`src/sdcf_pkg.sv`:
```
/*
 * Constants of the SD host function's configuration header: offsets, field
 * positions, reset values and the function number.
 * Assumes a configuration port that presents dword-aligned byte addresses.
 */
package sdcf_pkg;

    ////////////////////////////////////////////////////////////////////////////
    // Function number and offsets.
    localparam logic [2:0] FUNC_NUM        = 3'h4;   // Function that owns this header.
    localparam logic [7:0] OFF_IDENT       = 8'h00;  // Maker and part identifiers.
    localparam logic [7:0] OFF_CONTROL     = 8'h04;  // Bus control word.
    localparam logic [7:0] OFF_SLOT1_BASE  = 8'h14;  // Second slot window base.
    localparam logic [7:0] OFF_SLOT2_BASE  = 8'h18;  // Third slot window base.
    localparam logic [7:0] OFF_SUBSYS      = 8'h2c;  // Subsystem identifiers, read side.
    localparam logic [7:0] OFF_FUNC_CTRL   = 8'h88;  // Function control byte.
    localparam logic [7:0] OFF_SUBSYS_ALIAS = 8'h8c; // Subsystem alias write port.
    localparam logic [7:0] OFF_TEST_PLL    = 8'h90;  // Test and PLL setup.

    ////////////////////////////////////////////////////////////////////////////
    // Bus control field positions.
    localparam int BIT_INT_DISABLE = 10;  // Interrupt line disable.
    localparam int BIT_SERR_EN     = 8;   // System error drive enable.
    localparam int BIT_PERR_EN     = 6;   // Parity response enable.
    localparam int BIT_MASTER_EN   = 2;   // Initiator enable.
    localparam int BIT_MEM_EN      = 1;   // Memory space enable.
    localparam logic [15:0] CONTROL_WMASK = 16'h0546; // Bits that store a write.
    localparam logic [15:0] CONTROL_RST   = 16'h0000; // Control after reset.

    ////////////////////////////////////////////////////////////////////////////
    // Function control, subsystem and test register layouts.
    localparam int          INT_SEL_LSB    = 5;        // Interrupt select field low bit.
    localparam logic [7:0]  FUNC_CTRL_WMASK = 8'h77;   // Bits 7 and 3 are reserved.
    localparam logic [7:0]  FUNC_CTRL_RST  = 8'h00;    // Function control after reset.
    localparam logic [31:0] SUBSYS_RST     = 32'h0000_0000; // Subsystem alias after reset.
    localparam logic [31:0] TEST_PLL_WMASK = 32'h0001_071f; // Diag, N and M fields.
    localparam logic [31:0] TEST_PLL_RST   = 32'h0000_0105; // N of 1, M of 5.
    localparam logic [31:0] SLOT_BASE_RST  = 32'h0000_0000; // Window bases after reset.

endpackage : sdcf_pkg
```
`src/sdcf_config_header.sv`:
```
/*
 * Configuration header of the SD host function: identifiers, bus control,
 * slot window bases, function control, subsystem alias and test setup.
 * Assumes a single-cycle configuration port already qualified by the host
 * bridge, clocked on sys_clk, with byte enables on a 32-bit dword.
 */
`timescale 1ns/1ns
module sdcf_config_header #(
    parameter logic [15:0] MAKER_ID = 16'h1234,  // Arbitrary value.
    parameter logic [15:0] PART_ID  = 16'h5678   // Arbitrary value.
) (
    input  wire logic        sys_clk,
    input  wire logic        srst,
    input  wire logic        global_reset_n,
    input  wire logic        cfgSel,
    input  wire logic [2:0]  cfgFunc,
    input  wire logic        cfgWrite,
    input  wire logic [7:0]  cfgAddr,
    input  wire logic [3:0]  cfgByteEn,
    input  wire logic [31:0] cfgWrData,
    input  wire logic        intSelStrap,
    input  wire logic        intRequest,
    input  wire logic        parityErrEvent,
    input  wire logic        addrParityEvent,
    input  wire logic        dmaWantBus,
    input  wire logic        memCycleHit,
    output logic [31:0]      cfgRdData,
    output logic             cfgAck,
    output logic [3:0]       intxAssert,
    output logic             systemErrDrive,
    output logic             parityErrDrive,
    output logic             initiatorGo,
    output logic             memClaim,
    output logic [31:0]      slotBase1,
    output logic [31:0]      slotBase2,
    output logic [2:0]       pllSetN,
    output logic [4:0]       pllSetM,
    output logic             diagShorten
);

    ////////////////////////////////////////////////////////////////////////////
    // Storage.
    logic [15:0] control_reg;     // Bus control word, stored bits only.
    logic [7:0]  funcCtrl_reg;    // Function control, global reset only.
    logic [31:0] subsys_reg;      // Subsystem identifiers, global reset only.
    logic [31:0] testPll_reg;     // Test and PLL setup, global reset only.
    logic [31:0] base1_reg;       // Second slot window base.
    logic [31:0] base2_reg;       // Third slot window base.
    logic        grstMeta_reg;    // Global reset synchroniser, first stage.
    logic        grstSync_reg;    // Global reset synchroniser, second stage.
    logic [2:0]  strapMeta_reg;   // Pin inputs, first stage.
    logic [2:0]  strapSync_reg;   // Pin inputs, second stage.
    logic        hit;             // Access addressed to this function.
    logic        wrHit;           // Write addressed to this function.
    logic [31:0] rdNext;          // Read data for the current access.
    logic [31:0] ctrlMerged;      // Bus control write merge, full dword.
    logic [31:0] funcMerged;      // Function control write merge, full dword.

    // Applies byte enables and a writable mask to merge write data.
    function automatic logic [31:0] merge(input logic [31:0] old, input logic [31:0] nw,
                                          input logic [3:0] be, input logic [31:0] wm);
        logic [31:0] lane;
        lane = {{8{be[3]}}, {8{be[2]}}, {8{be[1]}}, {8{be[0]}}} & wm;
        merge = (old & ~lane) | (nw & lane);
    endfunction : merge

    ////////////////////////////////////////////////////////////////////////////
    // Decode of the incoming access.
    assign hit   = cfgSel && (cfgFunc == sdcf_pkg::FUNC_NUM);
    assign wrHit = hit && cfgWrite;

    // Merges are formed at full width here so the narrow registers can take
    // an explicit slice; a function result cannot be part-selected in place.
    assign ctrlMerged = merge({16'h0000, control_reg}, cfgWrData, cfgByteEn,
                              {16'h0000, sdcf_pkg::CONTROL_WMASK});
    assign funcMerged = merge({24'h000000, funcCtrl_reg}, cfgWrData, cfgByteEn,
                              {24'h000000, sdcf_pkg::FUNC_CTRL_WMASK});

    // The global reset pin and straps come from outside the clock domain.
    // A glitch on the pin must not half-clear the sticky bits, so it is synced.
    always_ff @(posedge sys_clk)
    begin
        grstMeta_reg  <= ~global_reset_n;
        grstSync_reg  <= grstMeta_reg;
        strapMeta_reg <= {intSelStrap, parityErrEvent, addrParityEvent};
        strapSync_reg <= strapMeta_reg;
    end

    ////////////////////////////////////////////////////////////////////////////
    // Bus control; only the five live bits ever store a one.
    always_ff @(posedge sys_clk)
    begin
        if (srst)
        begin
            control_reg <= sdcf_pkg::CONTROL_RST;
        end
        else if (wrHit && cfgAddr == sdcf_pkg::OFF_CONTROL)
        begin
            // Hardwired bits never store, so they read zero.
            control_reg <= ctrlMerged[15:0];
        end
    end

    // Slot window bases follow the ordinary bus reset.
    always_ff @(posedge sys_clk)
    begin
        if (srst)
        begin
            base1_reg <= sdcf_pkg::SLOT_BASE_RST;
            base2_reg <= sdcf_pkg::SLOT_BASE_RST;
        end
        else if (wrHit && cfgAddr == sdcf_pkg::OFF_SLOT1_BASE)
        begin
            base1_reg <= merge(base1_reg, cfgWrData, cfgByteEn, 32'hffff_ffff);
        end
        else if (wrHit && cfgAddr == sdcf_pkg::OFF_SLOT2_BASE)
        begin
            base2_reg <= merge(base2_reg, cfgWrData, cfgByteEn, 32'hffff_ffff);
        end
    end

    // Sticky registers ignore srst so a bus reset keeps the board setup.
    always_ff @(posedge sys_clk)
    begin
        if (grstSync_reg)
        begin
            funcCtrl_reg <= sdcf_pkg::FUNC_CTRL_RST;
            subsys_reg   <= sdcf_pkg::SUBSYS_RST;
            testPll_reg  <= sdcf_pkg::TEST_PLL_RST;
        end
        else if (wrHit && cfgAddr == sdcf_pkg::OFF_FUNC_CTRL)
        begin
            funcCtrl_reg <= funcMerged[7:0];
        end
        else if (wrHit && cfgAddr == sdcf_pkg::OFF_SUBSYS_ALIAS)
        begin
            subsys_reg <= merge(subsys_reg, cfgWrData, cfgByteEn, 32'hffff_ffff);
        end
        else if (wrHit && cfgAddr == sdcf_pkg::OFF_TEST_PLL)
        begin
            testPll_reg <= merge(testPll_reg, cfgWrData, cfgByteEn,
                                 sdcf_pkg::TEST_PLL_WMASK);
        end
    end

    ////////////////////////////////////////////////////////////////////////////
    // Read mux; anything not decoded answers zero.
    always_comb
    begin
        rdNext = 32'h0000_0000;
        if (cfgAddr == sdcf_pkg::OFF_IDENT)
        begin
            rdNext = {PART_ID, MAKER_ID};
        end
        else if (cfgAddr == sdcf_pkg::OFF_CONTROL)
        begin
            rdNext = {16'h0000, control_reg};
        end
        else if (cfgAddr == sdcf_pkg::OFF_SLOT1_BASE)
        begin
            rdNext = base1_reg;
        end
        else if (cfgAddr == sdcf_pkg::OFF_SLOT2_BASE)
        begin
            rdNext = base2_reg;
        end
        else if (cfgAddr == sdcf_pkg::OFF_SUBSYS || cfgAddr == sdcf_pkg::OFF_SUBSYS_ALIAS)
        begin
            rdNext = subsys_reg;
        end
        else if (cfgAddr == sdcf_pkg::OFF_FUNC_CTRL)
        begin
            rdNext = {24'h000000, funcCtrl_reg};
        end
        else if (cfgAddr == sdcf_pkg::OFF_TEST_PLL)
        begin
            rdNext = testPll_reg;
        end
    end

    // Answer one cycle after the access; read data only on a read hit.
    always_ff @(posedge sys_clk)
    begin
        if (srst)
        begin
            cfgAck    <= 1'b0;
            cfgRdData <= 32'h0000_0000;
        end
        else
        begin
            cfgAck    <= hit;
            cfgRdData <= (hit && !cfgWrite) ? rdNext : 32'h0000_0000;
        end
    end

    ////////////////////////////////////////////////////////////////////////////
    // Enables to the rest of the function, all registered.
    always_ff @(posedge sys_clk)
    begin
        if (srst)
        begin
            intxAssert     <= 4'h0;
            systemErrDrive <= 1'b0;
            parityErrDrive <= 1'b0;
            initiatorGo    <= 1'b0;
            memClaim       <= 1'b0;
        end
        else
        begin
            intxAssert <= 4'h0;
            if (intRequest && !control_reg[sdcf_pkg::BIT_INT_DISABLE])
            begin
                // A strap forces line A; the field is ignored.
                if (strapSync_reg[2])
                begin
                    intxAssert <= 4'h1;
                end
                else
                begin
                    intxAssert <= 4'h1 << funcCtrl_reg[sdcf_pkg::INT_SEL_LSB +: 2];
                end
            end
            systemErrDrive <= strapSync_reg[0] && control_reg[sdcf_pkg::BIT_SERR_EN];
            parityErrDrive <= strapSync_reg[1] && control_reg[sdcf_pkg::BIT_PERR_EN];
            initiatorGo    <= dmaWantBus && control_reg[sdcf_pkg::BIT_MASTER_EN];
            memClaim       <= memCycleHit && control_reg[sdcf_pkg::BIT_MEM_EN];
        end
    end

    // Window bases and PLL settings go out registered.
    always_ff @(posedge sys_clk)
    begin
        slotBase1   <= base1_reg;
        slotBase2   <= base2_reg;
        pllSetN     <= testPll_reg[10:8];
        pllSetM     <= testPll_reg[4:0];
        diagShorten <= testPll_reg[16];
    end

endmodule : sdcf_config_header

```
`config.mk`:
```
export PLATFORM = sky130hd
export DESIGN_NAME = sdcf_config_header
export DESIGN_NICKNAME = d
export VERILOG_FILES = /design/src/sdcf_pkg.sv /design/src/sdcf_config_header.sv
export SDC_FILE = /design/constraint.sdc
export NUM_CORES = 1
export LEC_CHECK = 0
export BUFFER_PORTS_ARGS = -buffer_cell sky130_fd_sc_hd__buf_2
export CORE_UTILIZATION = 57
export DETAILED_ROUTE_END_ITERATION = 16
export HOLD_SLACK_MARGIN = 0.15
export PLACE_DENSITY = 0.88
export SYNTH_ARGS = -nofsm -noshare
export SYNTH_HDL_FRONTEND = slang
export SYNTH_SLANG_ARGS = --single-unit
```
`constraint.sdc`:
```
create_clock -name sys_clk -period 6.7 [get_ports sys_clk]
set_clock_uncertainty 0.1 [all_clocks]
set_input_delay 1.34 -clock sys_clk [delete_from_list [all_inputs] [get_ports sys_clk]]
set_output_delay 1.34 -clock sys_clk [all_outputs]
set_load 0.005 [all_outputs]
```
## Word-level counts from Yosys, hierarchy flattened

Index checks and enable logic that the tools add are counted.
Widths: inputs -> output; s select.

| operators by class | value |
|---|---|
| add/subtract/negate cells | 0 |
| multiply operators | 0 |
| div/mod/pow operators | 0 |
| magnitude comparators | 0 |
| equal/unequal tests | 8 |
| shifts and indexed selects | 1 |
| muxes and demuxes | 8 |
| bitwise gates (word level) | 26 |
| reductions and logical operators | 26 |

Operators with widths:

| operator | number |
|---|---|
| $and 32x32->32 | 5 |
| $mux 32 | 5 |
| $or 32x32->32 | 4 |
| $mux 31 | 2 |
| $and 32x17->32 | 1 |
| $not 17->32 | 1 |
| $not 32->32 | 1 |
| $eq 8x8->1 const B | 3 |
| $and 16x11->16 | 1 |
| $and 16x16->16 | 1 |
| $eq 8x5->1 const B | 2 |
| $not 11->16 | 1 |
| $or 16x16->16 | 1 |
| $logic_and 1x1->1 | 14 |
| $and 8x7->8 | 1 |
| $and 8x8->8 | 1 |
| $eq 8x3->1 const B | 1 |
| $eq 8x6->1 const B | 1 |
| $logic_not 8->1 | 1 |
| $not 7->8 | 1 |
| $or 8x8->8 | 1 |
| $not 1->1 | 6 |
| $reduce_or 3->1 | 2 |
| $reduce_and 2->1 | 2 |
| other kinds (8) | 10 |

| word-level totals | value |
|---|---|
| flip-flop bits (word level) | 274 |
| bits in latches | 0 |
| bits in writable memories | 0 |
| bits in read-only memories | 0 |
| input bits | 58 |
| output and inout port bits | 114 |
| word-level logic and storage cells | 94 |
| memories kept | 0 |

## Longest topological paths before layout

Gate-level depths: netlist of run 1.

| logic depth | value |
|---|---|
| depth in word-level cells | 8 |
| mapped depth | 8 |
| depth with buffers taken out | 5 |

## Worst setup path after synthesis of run 1

Ideal clock, no wire load.

| path | value |
|---|---|
| path kind | input to register |
| start point | input cfgAddr[5] |
| end point | register with a tool-made name |
| setup time | 128 ps |
| arrival time | 3025 ps |
| required time | 6472 ps |
| setup slack | 3447 ps |
| stages on the path | 7 |
| path buffers | 2 |
| cells stage by stage | or4_1 > buf_4 > or3_4 > buf_6 > nor2_8 > mux2i_1 > nor2_1 |

RTL lines:

| what | line | source |
|---|---|---|
| from (decl) | sdcf_config_header.sv:18 | `input wire logic [7:0] cfgAddr,` |

## Worst setup path in the final report of run 1

| path | value |
|---|---|
| start point | input cfgAddr[5] |
| end point | register cfgRdData[1] |

| on the way | value |
|---|---|
| cells in the longest elaborated chain, start to end | 7 |
| elaborated cells on any way between the ends | 16 |
| classes of those cells | eq/ne (7); mux (6); reduce/logical (3) |

Ends and longest elaborated chain:

| what | line | source |
|---|---|---|
| $eq 8x8->1 | sdcf_config_header.sv:175 | `else if (cfgAddr == sdcf_pkg::OFF_TEST_PLL)` |
| $mux 32 | sdcf_config_header.sv:175 |  |
| $mux 32 | sdcf_config_header.sv:171 | `else if (cfgAddr == sdcf_pkg::OFF_FUNC_CTRL)` |
| $mux 32 | sdcf_config_header.sv:167 | `else if (cfgAddr == sdcf_pkg::OFF_SUBSYS \|\| cfgAddr == sdcf_pkg::OFF_SUBSYS_ALIAS)` |
| $mux 32 | sdcf_config_header.sv:163 | `else if (cfgAddr == sdcf_pkg::OFF_SLOT2_BASE)` |
| $mux 32 | sdcf_config_header.sv:159 | `else if (cfgAddr == sdcf_pkg::OFF_SLOT1_BASE)` |
| $mux 31 | sdcf_config_header.sv:155 | `else if (cfgAddr == sdcf_pkg::OFF_CONTROL)` |
| to (signal assigned) | sdcf_config_header.sv:192 | `cfgRdData <= (hit && !cfgWrite) ? rdNext : 32'h0000_0000;` |
| to (decl) | sdcf_config_header.sv:27 | `output logic [31:0] cfgRdData,` |

Parallel ways exist; a longest one is shown, timed or not.
A chain may end at the register's enable or synchronous reset.

==> results of run 1 <==
-- power breakdown --
group / switching, mW / internal, mW
registers: 0.00544 / 1.42
clock network: 0.531 / 0.776
logic: 0.0412 / 0.0196
total: 0.578 / 2.21
-- layout by cell type, fill, tap and decap left out, types with 6 or more instances in the layout --
master,n
a21oi_1,46
a222oi_1,14
a22oi_1,14
a31oi_1,11
buf_2,171
clkbuf_16,23
clkbuf_8,6
dfxtp_1,237
mux2i_1,75
nand2_1,61
nand2b_1,9
nand3_1,32
nor2_1,95
nor2_8,7
nor2b_1,8
o21ai_0,15
o22ai_1,6
-- worst max-delay path, delay by kind of cell --
| family | cells | cell delay, ns |
|---|---|---|
| AND/OR/NAND/NOR | 3 | 2.01 |
| AO/OA/AOI/OAI | 2 | 0.40 |
| buffers and inverters | 1 | 0.14 |
-- cells by family after synthesis --
| group | after synthesis |
|---|---|
| multiplexers | 75 |
| AND/OR/NAND/NOR | 244 |
| flip-flops | 238 |
| XOR/XNOR | 1 |
| buffers and inverters | 49 |
| AO/OA/AOI/OAI | 125 |
-- worst paths after layout --
path | from | end
worst max-delay path | cfgAddr[5] | cfgRdData[1]$_SDFF_PP0_
worst min-delay path | strapMeta_reg[2]$_DFF_P_ | strapSync_reg[2]$_DFF_P_
worst min register to register | strapMeta_reg[2]$_DFF_P_ | strapSync_reg[2]$_DFF_P_
worst max register to register | grstSync_reg$_DFF_P_ | register
-- per-stage QoR --
stage	total power [mW]	utilization	instance area, um2	hold slack, ns	worst slack, ns
after detailed placement	1.513	0.6561	8757	0.2138	2.609
after global placement	1.512	0.6561	8757	0.2108	2.646
final	2.790	0.7152	9547	0.2266	3.067
after CTS	2.794	0.7148	9542	0.2282	3.138
after global routing	2.866	0.7152	9547	0.2346	2.895
after floorplan	1.478	-	7834	0.2096	3.447
-- cell type report --
class                      instances  area [um2]
antenna                            2       5.005
clock buffer                      30       661.9
clock inverter                    11       122.6
fill                             929        3801
inverter                           3       11.26
multi-input combinational        445        2867
sequential                       238        4766
tap                              176       220.2
timing repair buffer             176       893.4
-- metal layers --
| layer | vias up | GRT usage | wire length [um] |
|---|---|---|---|
| met3 | 69 | 0.04454 | 1919 |
| met1 | 2957 | 0.3638 | 8070 |
| met4 | 0 | 0.1321 | 685 |
| met5 | - | 0 | 0 |
| li1 | 2882 | - | - |
| met2 | 406 | 0.4524 | 9522 |
==> impl_metrics.env, run 1 <==
export IMPL_synth_area_top_cells="dfxtp_1 61%, mux2i_1 9.6%, nor2_1 4.6%"
export IMPL_grt_overflow_total=0
export IMPL_clkSlewWorstSetupHoldPaths_ns=0.06
export IMPL_grt_pass1_vias=6043
export IMPL_h_tree_depth=1
export IMPL_synth_simple_area_share=0.1621
export IMPL_synthXorXnorAreaFrac=0.001118
export IMPL_initial_core_util=0.5869
export IMPL_ys_seq_area_frac=0.6082
export IMPL_grt_antenna_before_repair=2
export IMPL_cts_setup_buffers=0
export IMPL_cts_tree="built"
export IMPL_synth_compound_area_frac=0.1046
export IMPL_cp_end_kind="register"
export IMPL_synth_top_family_by_area="simple AND/OR/NAND/NOR gates"
export IMPL_dieArea_mm2=0.01422
export IMPL_finalCritPeriodShare=0.5422
export IMPL_die_w_um=119.2
export IMPL_synth_common_cells="238 x dfxtp_1, 95 x nor2_1, 75 x mux2i_1, 61 x nand2_1, 46 x a21oi_1"
export IMPL_synth_top_cell_by_area="dfxtp_1"
export IMPL_wl_um=20200
export IMPL_max_slew_worst_pin_slew_ns=1.244
export IMPL_reg2regPathDepth=1
export IMPL_setup_viol=0
export IMPL_cts_resized=0
export IMPL_crit_required_ns=6.97
export IMPL_fmax_ghz=0.2753
export IMPL_avgSynthCellArea_um2=10.70
export IMPL_cp_start_kind="input port"
export IMPL_setup_tns_final_ns=0
export IMPL_grt_max_degree=76
export IMPL_syn_nets=790
export IMPL_slew_headroom=0.1680
export IMPL_ioPinCount=172
export IMPL_avgViaCountPerCell=5.841
export IMPL_final_hold_viol_count=0
export IMPL_core_area_mm2=0.01335
export IMPL_first_pass_iters=9
export IMPL_rsz0062_at_grt="false"
export IMPL_synth_seq_cells=238
export IMPL_period_needed_ns=3.633
export IMPL_reg2reg_setup_slack_ns=5.30
export IMPL_leakagePower_nw=3.901
export IMPL_vdd_drop_max_mv=0.2137
export IMPL_wl_per_cell_um=18.68
export IMPL_synth_fa_ha_area_frac=0
export IMPL_placedCellCount=1038
export IMPL_numClockSinks=238
export IMPL_final_cell_count_no_fill=1081
export IMPL_powerDensity_mw_per_mm2=292.3
export IMPL_arrival_ns=3.90
export IMPL_slowest_delay_ns=0.76
export IMPL_synth_top_area_frac=0.6082
export IMPL_grt_use_total=0.2789
export IMPL_synth_edf_count=0
export IMPL_cts_buffers=23
export IMPL_drc=0
export IMPL_clk_path_buf_depth=3
export IMPL_hpwl_um=12630
export IMPL_ant_nets=0
export IMPL_root_buffer="clkbuf_16"
export IMPL_drtIter0Drc=596
export IMPL_rows=42
export IMPL_synthFlopType="dfxtp_1"
export IMPL_cp_max_fo=14
export IMPL_die_height_um=119.2
export IMPL_worst_skew_pair_late_latency_ns=0.50
export IMPL_nets=945
export IMPL_async_reset_ff_frac=0
export IMPL_max_cap_violations=0
export IMPL_holdPathStages=0
export IMPL_synth_distinct_cells=51
export IMPL_place_gp_congestion=0.8598
export IMPL_grt_pass1_wl_um=31550
export IMPL_synthesis_instances=732
export IMPL_vias=6314
export IMPL_cp_cell_sequence="buf_2 > or4_1 > nor4_2 > nand2b_1 > o311ai_0 > o22ai_1"
export IMPL_synth_most_common_cell="dfxtp_1"
export IMPL_hold_class="register to register"
export IMPL_yosys_warnings=0
export IMPL_status="completed"
export IMPL_syn_area_mm2=0.007834
export IMPL_port_buffers=171
export IMPL_slew_violations=0
export IMPL_synthMuxAreaShare=0.09583
export IMPL_hold_buffers=0
export IMPL_drive_above_1_share=0.2580
export IMPL_area_growth_pct=21.87
export IMPL_cp_slowest_cell="or4_1"
export IMPL_timing_setup_critical_path_class="input port to register"
No activity file was read; power rests on OpenSTA's default activity.
==> run 2: changes to the inputs <==
--- a/config.mk
+++ b/config.mk
@@ -6,10 +6,10 @@
 export NUM_CORES = 1
 export LEC_CHECK = 0
 export BUFFER_PORTS_ARGS = -buffer_cell sky130_fd_sc_hd__buf_2
-export CORE_UTILIZATION = 57
+export CORE_UTILIZATION = 48
 export DETAILED_ROUTE_END_ITERATION = 16
 export HOLD_SLACK_MARGIN = 0.15
-export PLACE_DENSITY = 0.88
+export PLACE_DENSITY = 0.8
 export SYNTH_ARGS = -nofsm -noshare
 export SYNTH_HDL_FRONTEND = slang
 export SYNTH_SLANG_ARGS = --single-unit
==> constraint.sdc (replaced) <==
create_clock -name sys_clk -period 2.99 [get_ports sys_clk]
set_clock_uncertainty 0.1 [all_clocks]
set_input_delay 0.598 -clock sys_clk [delete_from_list [all_inputs] [get_ports sys_clk]]
set_output_delay 0.598 -clock sys_clk [all_outputs]
set_load 0.005 [all_outputs]
==> impl_metrics.env, run 2 (synthesis gave the netlist of run 1 again) <==
export IMPL_status="completed"
export IMPL_fillers=1315
export IMPL_grt_overflow_total=0
export IMPL_final_cell_mix="237 x dfxtp_1, 171 x buf_2, 95 x nor2_1"
export IMPL_grt_use_total=0.2476
export IMPL_power_mw=6.556
export IMPL_powerDensity_mw_per_mm2=660.6
export IMPL_setup_viol=0
export IMPL_hold_ws_ns=0.2258
export IMPL_final_hold_viol_count=0
export IMPL_place_gp_congestion=0.8268
export IMPL_grt_antenna_before_repair=1
export IMPL_vdd_drop_max_mv=0.4520
export IMPL_worst_skew_pair_late_latency_ns=0.51
export IMPL_hold_class="register to register"
export IMPL_post_route_util=0.6247
export IMPL_slew_headroom=0.3324
export IMPL_die_height_um=129.8
export IMPL_avgViaCountPerCell=5.500
export IMPL_max_slew_worst_pin_slew_ns=1.001
export IMPL_cts_buffers=24
export IMPL_fmax_ghz=0.4094
export IMPL_rsz0062_at_grt="false"
export IMPL_clkSlewWorstSetupHoldPaths_ns=0.06
export IMPL_max_cap_violations=0
export IMPL_clk_path_buf_depth=3
export IMPL_cp_cell_sequence="buf_2 > or4_1 > nor4b_2 > buf_4 > and4_1 > nor2b_1 > a211o_1"
export IMPL_grt_pass1_vias=6027
export IMPL_ant_nets=0
export IMPL_numClockSinks=238
export IMPL_drive_above_1_share=0.2781
export IMPL_grt_busiest_layer="met2"
export IMPL_finalCritPeriodShare=0.8170
export IMPL_wl_um=21200
export IMPL_root_buffer="clkbuf_16"
export IMPL_ioPinCount=172
export IMPL_cp_max_fo=12
export IMPL_port_buffers=171
export IMPL_cts_resized=0
export IMPL_die_w_um=129.8
export IMPL_use_met2=0.4074
export IMPL_nets=978
export IMPL_initial_core_util=0.4931
export IMPL_cts_tree="built"
export IMPL_dieArea_mm2=0.01684
export IMPL_h_tree_depth=1
export IMPL_grt_max_degree=75
export IMPL_drc=0
export IMPL_slowest_delay_ns=0.69
export IMPL_setup_tns_final_ns=0
export IMPL_core_area_mm2=0.01589
export IMPL_drtIter0Drc=743
export IMPL_leakagePower_nw=4.102
export IMPL_grtUsageMet3=0.03608
export IMPL_fin_area_mm2=0.009923
export IMPL_slew_violations=0
export IMPL_grt_pass1_wl_um=32150
export IMPL_cp_start_kind="input port"
export IMPL_timing_setup_critical_path_class="input port to register"
export IMPL_layout_commonest_cell="dfxtp_1"
export IMPL_vias=6336
export IMPL_dpl_instance_area_mm2=0.009024
export IMPL_wl_per_cell_um=18.41
export IMPL_hpwl_um=14020
export IMPL_area_growth_pct=26.67
export IMPL_rows=46
export IMPL_arrival_ns=2.75
export IMPL_period_needed_ns=2.443
export IMPL_cp_slowest_cell="or4_1"
export IMPL_cp_end_kind="register"
export IMPL_first_pass_iters=8
export IMPL_grt_util_met1=0.3298
export IMPL_crit_required_ns=3.29
==> run 2: final cells by class <==
cell class                      instances  area [um2]  share of cell area
Antenna cell                            1       2.502           0.0002522
Clock buffer                           31       678.2             0.06834
Clock inverter                         10       178.9             0.01803
Inverter                                3       11.26            0.001135
Multi-Input combinational cell        445        2873              0.2895
Sequential cell                       238        4766              0.4803
Tap cell                              216       270.3             0.02723
Timing Repair Buffer                  208        1144              0.1152
==> run 2: final timing paths <==
| path | start | endpoint | slack, ns | cells after the start |
|---|---|---|---|---|
| worst min register to register | grstMeta_reg$_DFF_P_ | grstSync_reg$_DFF_P_ | 0.23 | 0 |
| worst max register to register | register | cfgRdData[6]$_SDFF_PP0_ | 1.60 | 4 |
| worst min-delay path | grstMeta_reg$_DFF_P_ | grstSync_reg$_DFF_P_ | 0.23 | 0 |
| worst max-delay path | cfgAddr[5] | register | 0.55 | 7 |
==> run 2: timing repair <==
item,in CTS,in global routing
hold buffers,4,0
hold endpoints to repair,4,0
setup buffers,0,0
==> run 2: worst max-delay path: cells and delay by family <==
| family | cells | cell delay, ns |
|---|---|---|
| AOI/OAI and AO/OA | 1 | 0.27 |
| buffers and inverters | 2 | 0.41 |
| and+or+nand+nor | 4 | 1.47 |
==> run 2: stage by stage <==
step           std cells  setup slack, ns
4_1_cts             1151           0.5934
3_3_place_gp        1106           0.1149
3_5_place_dp        1106          0.06760
5_1_grt             1152           0.4832
2_1_floorplan        732           0.4793
6_report            1152           0.5473
==> run 2: report_power, final <==
part / switching (mW) / internal, mW / total, mW
Combinational: 0.0964 / 0.0506 / 0.147
Sequential: 0.0127 / 3.18 / 3.19
Clock: 1.20 / 2.02 / 3.22
Total: 1.31 / 5.25 / 6.56
==> run 2: metal layers <==
metal | vias to the layer above | wire, um
met5 | - | 0
met4 | 0 | 556
met3 | 44 | 1408
met2 | 315 | 10170
met1 | 3034 | 9066
li1 | 2943 | -
==> run 3: changes to the inputs <==
--- a/config.mk
+++ b/config.mk
@@ -5,11 +5,12 @@
 export SDC_FILE = /design/constraint.sdc
 export NUM_CORES = 1
 export LEC_CHECK = 0
+export ABC_AREA = 1
 export BUFFER_PORTS_ARGS = -buffer_cell sky130_fd_sc_hd__buf_2
-export CORE_UTILIZATION = 48
+export CORE_UTILIZATION = 53
 export DETAILED_ROUTE_END_ITERATION = 16
 export HOLD_SLACK_MARGIN = 0.15
-export PLACE_DENSITY = 0.8
+export PLACE_DENSITY = 0.83
 export SYNTH_ARGS = -nofsm -noshare
 export SYNTH_HDL_FRONTEND = slang
 export SYNTH_SLANG_ARGS = --single-unit
==> constraint.sdc (replaced) <==
create_clock -name sys_clk -period 2.4 [get_ports sys_clk]
set_clock_uncertainty 0.1 [all_clocks]
set_input_delay 0.48 -clock sys_clk [delete_from_list [all_inputs] [get_ports sys_clk]]
set_output_delay 0.48 -clock sys_clk [all_outputs]
set_load 0.005 [all_outputs]
==> impl_metrics.env, run 3 <==
export IMPL_status="completed"
export IMPL_reg2regPathDepth=5
export IMPL_clkSlewWorstSetupHoldPaths_ns=0.06
export IMPL_reg2reg_setup_slack_ns=0.95
export IMPL_place_gp_congestion=0.8239
export IMPL_hold_buffers=21
export IMPL_crit_top_cell="nor2_2"
export IMPL_max_slew_worst_pin_slew_ns=0.4688
export IMPL_post_route_util=0.6902
export IMPL_async_reset_ff_frac=0
export IMPL_cts_resized=0
export IMPL_cp_start_kind="input port"
export IMPL_drtIter0Drc=693
export IMPL_leakagePower_nw=4.474
export IMPL_p_comb_frac=0.026
export IMPL_rows=44
export IMPL_grt_antenna_before_repair=2
export IMPL_cp_max_fo=9
export IMPL_ioPinCount=172
export IMPL_nets=1166
export IMPL_switchingPower_mw=1.624
export IMPL_powerDensity_mw_per_mm2=812.1
export IMPL_slew_violations=0
export IMPL_syn_nets=960
export IMPL_hold_class="input port to register"
export IMPL_h_tree_depth=1
export IMPL_grt_pass1_vias=6401
export IMPL_grt_overflow_total=0
export IMPL_clk_path_buf_depth=3
export IMPL_synth_common_cells="238 x dfxtp_1, 126 x o21ai_0, 117 x nor2_1, 108 x inv_1, 107 x nand2_1"
export IMPL_cp_cell_sequence="buf_2 > nor2_2 > nand3_4 > nor2_4 > nand2_1 > nor2_2 > nand2_4 > clkinv_2 > o21ai_0 > a21oi_1"
export IMPL_synth_top_family_by_area="compound AO/OA/AOI/OAI gates"
export IMPL_timing_setup_critical_path_class="input port to register"
export IMPL_synth_simple_area_share=0.1513
export IMPL_cp_end_kind="register"
export IMPL_seq_power_share=0.488
export IMPL_final_cell_count_no_fill=1308
export IMPL_crit_required_ns=2.75
export IMPL_root_buffer="clkbuf_16"
export IMPL_arrival_ns=2.13
export IMPL_setup_tns_final_ns=0
export IMPL_grt_max_degree=65
export IMPL_die_w_um=123.6
export IMPL_synthesis_instances=902
export IMPL_initial_core_util=0.5416
export IMPL_synth_distinct_cells=33
export IMPL_p_clk_frac=0.485
export IMPL_drc=0
export IMPL_setup_viol=0
export IMPL_avgSynthCellArea_um2=8.693
export IMPL_cp_slowest_cell="nor2_2"
export IMPL_yosys_warnings=0
export IMPL_synthXorXnorAreaFrac=0
export IMPL_die_height_um=123.6
export IMPL_rsz0062_at_grt="false"
export IMPL_hpwl_um=13660
export IMPL_placedCellCount=1244
export IMPL_ys_seq_area_frac=0.6076
export IMPL_vias=6936
export IMPL_fmax_ghz=0.5604
export IMPL_core_area_mm2=0.01448
export IMPL_wl_per_cell_um=16.09
export IMPL_first_pass_iters=5
export IMPL_slew_headroom=0.6871
export IMPL_finalCritPeriodShare=0.7436
export IMPL_cts_buffers=24
export IMPL_internal_power_mw=6.491
export IMPL_dieArea_mm2=0.01529
export IMPL_worst_skew_pair_late_latency_ns=0.51
export IMPL_layout_commonest_cell="dfxtp_1"
export IMPL_cts_tree="built"
export IMPL_synth_edf_count=0
export IMPL_synth_top_area_frac=0.6076
export IMPL_synthMuxAreaShare=0
export IMPL_avgViaCountPerCell=5.303
export IMPL_grt_pass1_wl_um=32190
export IMPL_ant_nets=0
export IMPL_synthFlopType="dfxtp_1"
export IMPL_vdd_drop_max_mv=0.7026
export IMPL_cts_setup_buffers=0
export IMPL_synth_most_common_cell="dfxtp_1"
export IMPL_drive_above_1_share=0.2306
export IMPL_grt_use_total=0.2740
export IMPL_synth_area_top_cells="dfxtp_1 61%, o21ai_0 8.0%, a21oi_1 5.6%"
export IMPL_holdPathStages=3
export IMPL_max_cap_violations=0
export IMPL_numClockSinks=238
export IMPL_synth_top_cell_by_area="dfxtp_1"
export IMPL_area_growth_pct=27.45
export IMPL_synth_seq_cells=238
export IMPL_wl_um=21050
export IMPL_period_needed_ns=1.785
export IMPL_final_hold_viol_count=0
export IMPL_syn_area_mm2=0.007841
export IMPL_port_buffers=171
export IMPL_synth_fa_ha_area_frac=0
export IMPL_final_cell_mix="238 x dfxtp_1, 171 x buf_2, 126 x o21ai_0"
export IMPL_slowest_delay_ns=0.29
export IMPL_synth_compound_area_frac=0.1666
export IMPL_switching_share=0.2002
[run 3: cell types whose count changed after synthesis, sizes merged, moves of 12 or more]
| cell | previous run | this run |
|---|---|---|
| clkbuf | 32 | 16 |
| a22oi | 14 | 2 |
| a222oi | 14 | 0 |
| a21oi | 46 | 88 |
| nand2 | 61 | 111 |
| nor2 | 104 | 130 |
| o21ai | 15 | 131 |
| inv | 3 | 113 |
| mux2i | 75 | 0 |
[run 3: cells by family (layout without fill, tap and decap cells)]
group / Yosys count / count (layout)
AND/OR/NAND/NOR: 271 / 271
AO/OA/AOI/OAI: 246 / 246
flip-flops: 238 / 238
buffers and inverters: 147 / 368
other: 0 / 1
[run 3: cell type report]
class / count / area (um2)
multi-input cells: 517 / 2492
repair buffers: 212 / 1231
fillers: 1135 / 4486
inverters: 115 / 432.9
diodes: 1 / 2.502
clock inverters: 8 / 143.9
flip-flops and latches: 238 / 4765
well taps: 184 / 230.2
clock buffers: 33 / 695.7
[run 3: metal layers]
| layer | vias to the layer above | GRT usage | part of all wire |
|---|---|---|---|
| li1 | 3327 | - | - |
| met1 | 3209 | 0.3476 | 0.41 |
| met2 | 340 | 0.4580 | 0.47 |
| met3 | 58 | 0.05037 | 0.083 |
| met4 | 2 | 0.1137 | 0.029 |
| met5 | - | 0 | 0.00043 |
[run 3: power groups by stage]
stage	registers [mW]	logic [mW]	clock network [mW]
after CTS	3.96	0.208	3.96
after floorplan	4.05	0.0774	0
after detailed placement	4.05	0.181	0
final	3.96	0.214	3.94
after global placement	4.05	0.176	0
after global routing	3.96	0.234	4.15
[run 3: stage by stage]
stage | cell area (um2) | hold slack, ns | power, mW | worst slack [ns]
floorplan | 7841 | 0.2096 | 4.127 | 0.6757
global placement | 8931 | 0.2104 | 4.225 | 0.1815
detailed placement | 8931 | 0.2132 | 4.230 | 0.1590
CTS | 9981 | 0.1523 | 8.131 | 0.6468
global route | 9993 | 0.1544 | 8.347 | 0.4968
finish | 9993 | 0.1531 | 8.115 | 0.6154
[run 3: worst paths after layout]
path,start,end
worst max register to register,grstSync_reg$_DFF_P_,register
worst min register to register,strapMeta_reg[2]$_DFF_P_,strapSync_reg[2]$_DFF_P_
worst max-delay path,cfgFunc[1],cfgRdData[3]$_SDFF_PP0_
worst min-delay path,cfgWrData[16],register
[run 3: worst max-delay path: cells and delay by family]
kind            cells  cell delay [ns]
simple gates        6             1.05
buf+inv             2             0.32
compound gates      2             0.27
